### src/dac_link_pkg.sv
// Shared constants for the serial converter word link
package dac_link_pkg;
  localparam int WORD_BITS = 16;
  localparam logic [15:0] LATCH_RESET = 16'h0000;
  localparam logic [15:0] BIPOLAR_MID = 16'h8000;
  localparam int CLK_HZ = 25000000;
  localparam int LINK_PERIOD_NS = 320;
  localparam int REF_PERIOD_NS = 1000000000 / CLK_HZ;
  localparam int HALF_DIV = LINK_PERIOD_NS / REF_PERIOD_NS / 2;
  localparam int BIT_CNT_W = 5;
  localparam int DIV_W = 8;
  localparam logic [7:0] HALF_DIV_CNT = 8'(HALF_DIV - 1);
  localparam logic [4:0] WORD_BITS_CNT = 5'(WORD_BITS);
  localparam int LATCH_UPDATE_N_HOLD = 2;
  localparam logic [7:0] LATCH_UPDATE_N_HOLD_CNT = 8'(LATCH_UPDATE_N_HOLD);
endpackage

### src/dac_link_if.sv
// Interface carrying the serial converter link
`timescale 1ns/1ps
interface dac_link_if;
  logic sclk;
  logic sdata;
  logic select_n;
  logic latch_update_n;
  modport converter (input sclk, input sdata, input select_n, input latch_update_n);
  modport host (output sclk, output sdata, output select_n, output latch_update_n);
endinterface

### src/dac_word_loader.sv
// Converter end: serial shift register and converter latch
// Operation
// - Latch resets to zero until loaded
// - Shift register not cleared by reset
// - Long frame keeps last sixteen bits
// - Short frame keeps older unshifted bits
// - Host sends sixteen bits first load
// - Host pads short data with zero LSBs
// - Sixteen-bit word, sampled rising clock edge
// - Latch update at frame end or pin
// - Link is clock, data, select, update
// - Host makes clock, low frame, words
// - Bipolar latch code is offset binary
// - Shift MSB first only while selected
// - Select rise after sixteen bits loads if update pin low
// - Update pin low after select loads
`timescale 1ns/1ps
module dac_word_loader #(
  parameter int WORD_W = dac_link_pkg::WORD_BITS
) (
  input wire logic ref_clk,
  input wire logic rst,
  input wire logic clk_en,
  dac_link_if.converter link,
  output logic [WORD_W-1:0] dac_code,
  output logic bipolar_neg,
  output logic [WORD_W-1:0] bipolar_mag,
  output logic load_pulse
);
  typedef struct packed {
    logic [2:0] sclk_s;
    logic [1:0] sdata_s;
    logic [2:0] sel_s;
    logic [2:0] upd_s;
    logic [WORD_W-1:0] shift;
    logic [dac_link_pkg::BIT_CNT_W-1:0] cnt;
    logic pending;
    logic [WORD_W-1:0] latch;
    logic neg;
    logic [WORD_W-1:0] mag;
    logic load;
  } conv_state_t;

  // Current and next copy of the whole state
  conv_state_t st_r, st_nxt;

  // ----------------------------------------
  // Helpers
  // ----------------------------------------
  // Push a pin sample into a three-stage sync chain
  function automatic logic [2:0] sync_push(input logic [2:0] stages, input logic pin);
    logic [2:0] pushed;
    pushed = {stages[1:0], pin};
    return pushed;
  endfunction

  // Rising edge between the last two sync stages
  function automatic logic rose_at(input logic [2:0] stages);
    logic seen;
    seen = stages[1] & ~stages[2];
    return seen;
  endfunction

  // Level after the second sync stage
  function automatic logic level_at(input logic [2:0] stages);
    logic seen;
    seen = stages[1];
    return seen;
  endfunction

  // Enough bits since the last load for a whole word
  function automatic logic word_full(input logic [dac_link_pkg::BIT_CNT_W-1:0] cnt);
    logic full;
    full = (cnt == dac_link_pkg::WORD_BITS_CNT);
    return full;
  endfunction

  // Saturating bit count toward a full word
  function automatic logic [dac_link_pkg::BIT_CNT_W-1:0] count_step(
    input logic [dac_link_pkg::BIT_CNT_W-1:0] cnt
  );
    logic [dac_link_pkg::BIT_CNT_W-1:0] next_cnt;
    next_cnt = cnt;
    if (!word_full(cnt)) begin
      next_cnt = cnt + 1'b1;
    end
    return next_cnt;
  endfunction

  // One bit in at the low end, oldest bit leaves at the top
  function automatic logic [WORD_W-1:0] shift_in(
    input logic [WORD_W-1:0] word,
    input logic bit_in
  );
    logic [WORD_W-1:0] shifted;
    shifted = {word[WORD_W-2:0], bit_in};
    return shifted;
  endfunction

  // Offset-binary sign: below midscale is negative
  function automatic logic offset_neg(input logic [WORD_W-1:0] code);
    logic neg;
    neg = ~code[WORD_W-1];
    return neg;
  endfunction

  // Offset-binary distance from midscale in steps
  function automatic logic [WORD_W-1:0] offset_mag(input logic [WORD_W-1:0] code);
    logic [WORD_W-1:0] mag;
    logic [WORD_W-1:0] mid;
    mid = WORD_W'(dac_link_pkg::BIPOLAR_MID);
    if (code[WORD_W-1]) begin
      mag = code ^ mid;
    end else begin
      mag = mid - code;
    end
    return mag;
  endfunction

  // ----------------------------------------
  // Next state
  // ----------------------------------------
  // Sync, edge detect, shift and load decision
  always_comb begin
    logic sclk_rise;
    logic sel_rise;
    logic sel_low;
    logic upd_low;
    logic do_load;
    sclk_rise = 1'b0;
    sel_rise = 1'b0;
    sel_low = 1'b0;
    upd_low = 1'b0;
    do_load = 1'b0;
    st_nxt = st_r;
    // Two-stage sync, third stage for edges
    st_nxt.sclk_s = sync_push(st_r.sclk_s, link.sclk);
    st_nxt.sdata_s = {st_r.sdata_s[0], link.sdata};
    st_nxt.sel_s = sync_push(st_r.sel_s, link.select_n);
    st_nxt.upd_s = sync_push(st_r.upd_s, link.latch_update_n);
    // Edges and levels from settled stages
    sclk_rise = rose_at(st_r.sclk_s);
    sel_rise = rose_at(st_r.sel_s);
    sel_low = ~level_at(st_r.sel_s);
    upd_low = ~level_at(st_r.upd_s);
    // Load strobe lasts one cycle
    st_nxt.load = 1'b0;
    // Shift MSB first on rising clock while selected
    if (sel_low && sclk_rise) begin
      st_nxt.shift = shift_in(st_r.shift, st_r.sdata_s[1]);
      st_nxt.cnt = count_step(st_r.cnt);
    end
    // Count runs across short frames until a word is taken
    if (sel_rise && word_full(st_r.cnt)) begin
      st_nxt.cnt = '0;
      if (upd_low) begin
        do_load = 1'b1;
      end else begin
        st_nxt.pending = 1'b1;
      end
    end else if (st_r.pending && upd_low && !sel_low) begin
      do_load = 1'b1;
      st_nxt.pending = 1'b0;
    end
    // A new frame drops a word still waiting for the pin
    if (sel_low && st_r.pending) begin
      st_nxt.pending = 1'b0;
    end
    // Copy the shifted word into the latch
    if (do_load) begin
      st_nxt.latch = st_r.shift;
      st_nxt.load = 1'b1;
      st_nxt.pending = 1'b0;
    end
    // Offset-binary view of the latch
    st_nxt.neg = offset_neg(st_nxt.latch);
    st_nxt.mag = offset_mag(st_nxt.latch);
    // Reset clears latch and count, sets sync to idle levels, never the shift register
    if (rst) begin
      st_nxt.latch = dac_link_pkg::LATCH_RESET;
      st_nxt.cnt = '0;
      st_nxt.pending = 1'b0;
      st_nxt.load = 1'b0;
      st_nxt.neg = offset_neg(dac_link_pkg::LATCH_RESET);
      st_nxt.mag = offset_mag(dac_link_pkg::LATCH_RESET);
      st_nxt.sclk_s = '0;
      st_nxt.sel_s = '1;
      st_nxt.upd_s = '1;
      st_nxt.sdata_s = '0;
      st_nxt.shift = st_r.shift;
    end
  end

  // ----------------------------------------
  // State register
  // ----------------------------------------
  // Clock enable freezes everything but reset
  always_ff @(posedge ref_clk) begin
    if (clk_en || rst) begin
      st_r <= st_nxt;
    end
  end

  // ----------------------------------------
  // Outputs
  // ----------------------------------------
  // Every output straight from the state word
  assign dac_code = st_r.latch;
  assign bipolar_neg = st_r.neg;
  assign bipolar_mag = st_r.mag;
  assign load_pulse = st_r.load;
endmodule

### src/flat_wrapper.sv
// flat-port wrapper written by rule: the top's interface ports become plain ports
module dac_word_loader_flat 
#(
  parameter int WORD_W = dac_link_pkg::WORD_BITS
)
  (ref_clk, rst, clk_en, dac_code, bipolar_neg, bipolar_mag, load_pulse, link_sclk, link_sdata, link_select_n, link_latch_update_n);
  dac_link_if link_i ();
  input wire logic ref_clk;
  input wire logic rst;
  input wire logic clk_en;
  output logic [WORD_W-1:0] dac_code;
  output logic bipolar_neg;
  output logic [WORD_W-1:0] bipolar_mag;
  output logic load_pulse;
  input wire logic [$bits(link_i.sclk)-1:0] link_sclk;
  input wire logic [$bits(link_i.sdata)-1:0] link_sdata;
  input wire logic [$bits(link_i.select_n)-1:0] link_select_n;
  input wire logic [$bits(link_i.latch_update_n)-1:0] link_latch_update_n;
  assign link_i.sclk = link_sclk;
  assign link_i.sdata = link_sdata;
  assign link_i.select_n = link_select_n;
  assign link_i.latch_update_n = link_latch_update_n;
  dac_word_loader #(.WORD_W(WORD_W)) u_core (.ref_clk(ref_clk), .rst(rst), .clk_en(clk_en), .link(link_i), .dac_code(dac_code), .bipolar_neg(bipolar_neg), .bipolar_mag(bipolar_mag), .load_pulse(load_pulse));
endmodule
### config.mk
export PLATFORM = sky130hd
export DESIGN_NAME = dac_word_loader_flat
export DESIGN_NICKNAME = d
export VERILOG_FILES = /design/src/dac_link_pkg.sv /design/src/dac_link_if.sv /design/src/dac_word_loader.sv /design/src/flat_wrapper.sv
export SDC_FILE = /design/constraint.sdc
export NUM_CORES = 1
export LEC_CHECK = 0
export BUFFER_PORTS_ARGS = -buffer_cell sky130_fd_sc_hd__clkbuf_2
export CAP_MARGIN = 10
export CORE_AREA = 2 2 108 110
export CTS_CLUSTER_SIZE = 30
export DETAILED_ROUTE_END_ITERATION = 8
export DIE_AREA = 0 0 110 112
export SKIP_LAST_GASP = 1
export SYNTH_ARGS = -nofsm -noshare
export SYNTH_HDL_FRONTEND = slang
export SYNTH_SLANG_ARGS = --single-unit
### constraint.sdc
create_clock -name ref_clk -period 8.2 [get_ports ref_clk]
set_input_delay 1.23 -clock ref_clk [delete_from_list [all_inputs] [get_ports ref_clk]]
set_output_delay 1.23 -clock ref_clk [all_outputs]
set_load 0.005 [all_outputs]
==> impl_metrics.env <==
export IMPL_status="finished, final reports clean"
export IMPL_cts_setup_buffers=0
export IMPL_grt_total_usage_pct=10.2
export IMPL_path_cells="inv_1 > ha_1 > nand4bb_4 > o31a_4 > mux2i_1 > o21ai_0 > xnor2_1 > nor2_1"
export IMPL_cp_depth=8
export IMPL_postCtsHoldBufs=0
export IMPL_wl_per_cell_um=13.8
export IMPL_startpoint_type="flop"
export IMPL_cts_resized=0
export IMPL_hpwlAfterDp_mm=3.85
export IMPL_critical_path_class="reg -> reg"
export IMPL_cp_end_kind="flop"
export IMPL_cts_max_level=3
export IMPL_hold_viol=0
export IMPL_worstMarginPinSlew_ns=1.05
export IMPL_row_count=39
export IMPL_viasPerCell=4.52
export IMPL_max_freq_mhz=311
export IMPL_synthTopCellsByArea="edfxtp_1, buf_4, mux2i_1"
export IMPL_ys_dominant_reg_cell="edfxtp_1"
export IMPL_yosysTopAreaCell="edfxtp_1"
export IMPL_cp_required_ns=8.24
export IMPL_cts_tree="built"
export IMPL_dp_cells=401
export IMPL_drtAntennaViolNets=0
export IMPL_hold_path_depth=0
export IMPL_grt_pass1_vias=1899
export IMPL_setup_tns_ns=0
export IMPL_gp_congestion=0.809
export IMPL_timing_hold_ws_ns=0.419
export IMPL_antenna_cells=0
export IMPL_finalCritPeriodShare_pct=39.2
export IMPL_synthesis_instances=259
export IMPL_cp_num_buf_inv=1
export IMPL_crit_slowest_cell="mux2i_1"
export IMPL_die_h_um=112
export IMPL_overflow=0
export IMPL_finalWirelength_mm=5.73
export IMPL_synth_edf_count=65
export IMPL_ios=41
export IMPL_syn_avg_cell_area_um2=12.7
export IMPL_ys_warn_count=0
export IMPL_cp_max_fo=29
export IMPL_die_w_um=110
export IMPL_p_per_area_nw_per_um2=237
export IMPL_clkLatencyLatePin_ns=0.32
export IMPL_ys_types=42
export IMPL_placement_io_buffers=40
export IMPL_synth_top_area_share_pct=59.2
export IMPL_initial_core_util_pct=29.5
export IMPL_drc=0
export IMPL_relSlewSlack_pct=27.7
export IMPL_core_area_um2=11200
export IMPL_setup_violations=0
export IMPL_maxCapViolCount=0
export IMPL_reg2reg_depth=8
export IMPL_grt_pass1_wl_mm=9.45
export IMPL_synth_seq_cells=65
export IMPL_synth_common_cells="edfxtp_1, nor2_1, buf_4, mux2i_1, xnor2_1"
export IMPL_cts_sinks=65
export IMPL_async_flop_share_pct=0
export IMPL_leakage_nw=1.50
export IMPL_nets=279
export IMPL_clockRootBuffer="clkbuf_16"
export IMPL_firstDrtPassIters=4
export IMPL_synth_most_common_cell="edfxtp_1"
export IMPL_crit_arrival_ns=3.25
export IMPL_antenna_found_initial=0
export IMPL_drive_above_1_share_pct=25.7
export IMPL_clockBufferDepth=2
export IMPL_ir_worst_vdd_uv=103
export IMPL_grt_max_degree=47
export IMPL_utilization_pct=32.7
export IMPL_period_needed_ns=3.21
export IMPL_finalClockSkew_ns=0.00764
export IMPL_area_growth_pct=10.8
export IMPL_fp_dieArea_um2=12300
export IMPL_cts_buffers=9
export IMPL_grt_setup_unrepaired="false"
export IMPL_max_stage_delay_ns=0.87
export IMPL_vias=1874
export IMPL_final_cell_count_no_fill=415
export IMPL_synth_nets=269
export IMPL_clkTransAtPathRegs_ns=0.05
export IMPL_drv_slew=0
export IMPL_seq_area_frac_synth_pct=59.2
export IMPL_syn_area_um2=3300
export IMPL_critPathTopFamily="compound AO/OA/AOI/OAI gates"
export IMPL_drt_initial_drc_count=67
export IMPL_min_path_type="reg -> reg"
==> placed cells by master, fill, tap and decap left out, drive strengths merged, types with 4 or more instances in the layout <==
| cell | netlist | routed |
|---|---|---|
| clkbuf | 6 | 49 |
| clkinv | 0 | 4 |
| edfxtp | 65 | 65 |
| inv | 6 | 6 |
| mux2 | 4 | 4 |
| mux2i | 23 | 23 |
| nor2 | 46 | 46 |
| nor2b | 7 | 7 |
| nor3 | 8 | 8 |
| o21ai | 4 | 4 |
| or2 | 6 | 6 |
| xnor2 | 11 | 11 |
==> power by group <==
part | internal, mW | switching (mW) | leakage (nW)
clock network | 0.228 | 0.125 | 0.138
logic | 0.0458 | 0.0557 | 0.704
registers | 0.397 | 0.0148 | 0.661
==> final timing paths <==
kind	startpoint	end	slack, ns
worst max-delay path	u_core.st_r[35]$_SDFFCE_PP0P_	u_core.bipolar_mag[6]$_SDFFCE_PP0P_	4.99
worst min-delay path	u_core.st_r[63]$_SDFFCE_PP0P_	u_core.st_r[40]$_DFFE_PP_	0.42
worst max register to register	u_core.st_r[35]$_SDFFCE_PP0P_	u_core.bipolar_mag[6]$_SDFFCE_PP0P_	4.99
worst min register to register	u_core.st_r[63]$_SDFFCE_PP0P_	u_core.st_r[40]$_DFFE_PP_	0.42
==> layer usage <==
metal | vias up | global-route usage, % | part of all wire (%)
met3 | 8 | 3.45 | 5.5
li1 | 912 | - | -
met4 | 0 | 4.56 | 1.7
met1 | 905 | 12.3 | 44
met2 | 49 | 16.4 | 48
met5 | - | 0 | 0
==> state kept, by name (all words and copies together), names as in the netlist <==
signal / count
u_core.st_r: 32
u_core.load_pulse: 1
u_core.bipolar_neg: 1
u_core.bipolar_mag: 16
u_core.dac_code: 15
==> cells by family after synthesis <==
kind of cell    count (synthesis)  share of synthesized area, %
simple gates                   81                          12.3
flops                          65                          59.2
buf+inv                        48                          9.94
mux                            27                          8.80
compound gates                 21                          4.97
xor+xnor                       14                          3.72
fa+ha+maj                       3                          1.14
==> worst register-to-register path, cell delays in order, from the launching register on <==
cell       delay (ns)
edfxtp_1         0.43
inv_1            0.08
ha_1             0.19
nand4bb_4        0.16
o31a_4           0.55
mux2i_1          0.88
o21ai_0          0.33
xnor2_1          0.25
nor2_1           0.06
==> per-stage QoR <==
step	cell area, um^2	total power [mW]	setup slack (ns)
floorplan	3300	0.507	5.14
global placement	3380	0.521	5.01
detailed placement	3380	0.522	4.96
CTS	3650	0.880	4.96
global route	3650	0.908	4.75
finish	3650	0.867	4.99
==> final cells by class <==
type | count | area [um^2]
multi-input combinational | 146 | 1020
timing repair buffer | 41 | 208
inverter | 6 | 22.5
tap | 143 | 179
clock inverter | 5 | 48.8
fill | 1111 | 7520
clock buffer | 9 | 225
sequential | 65 | 1950
No activity file was read; power rests on OpenSTA's default activity.
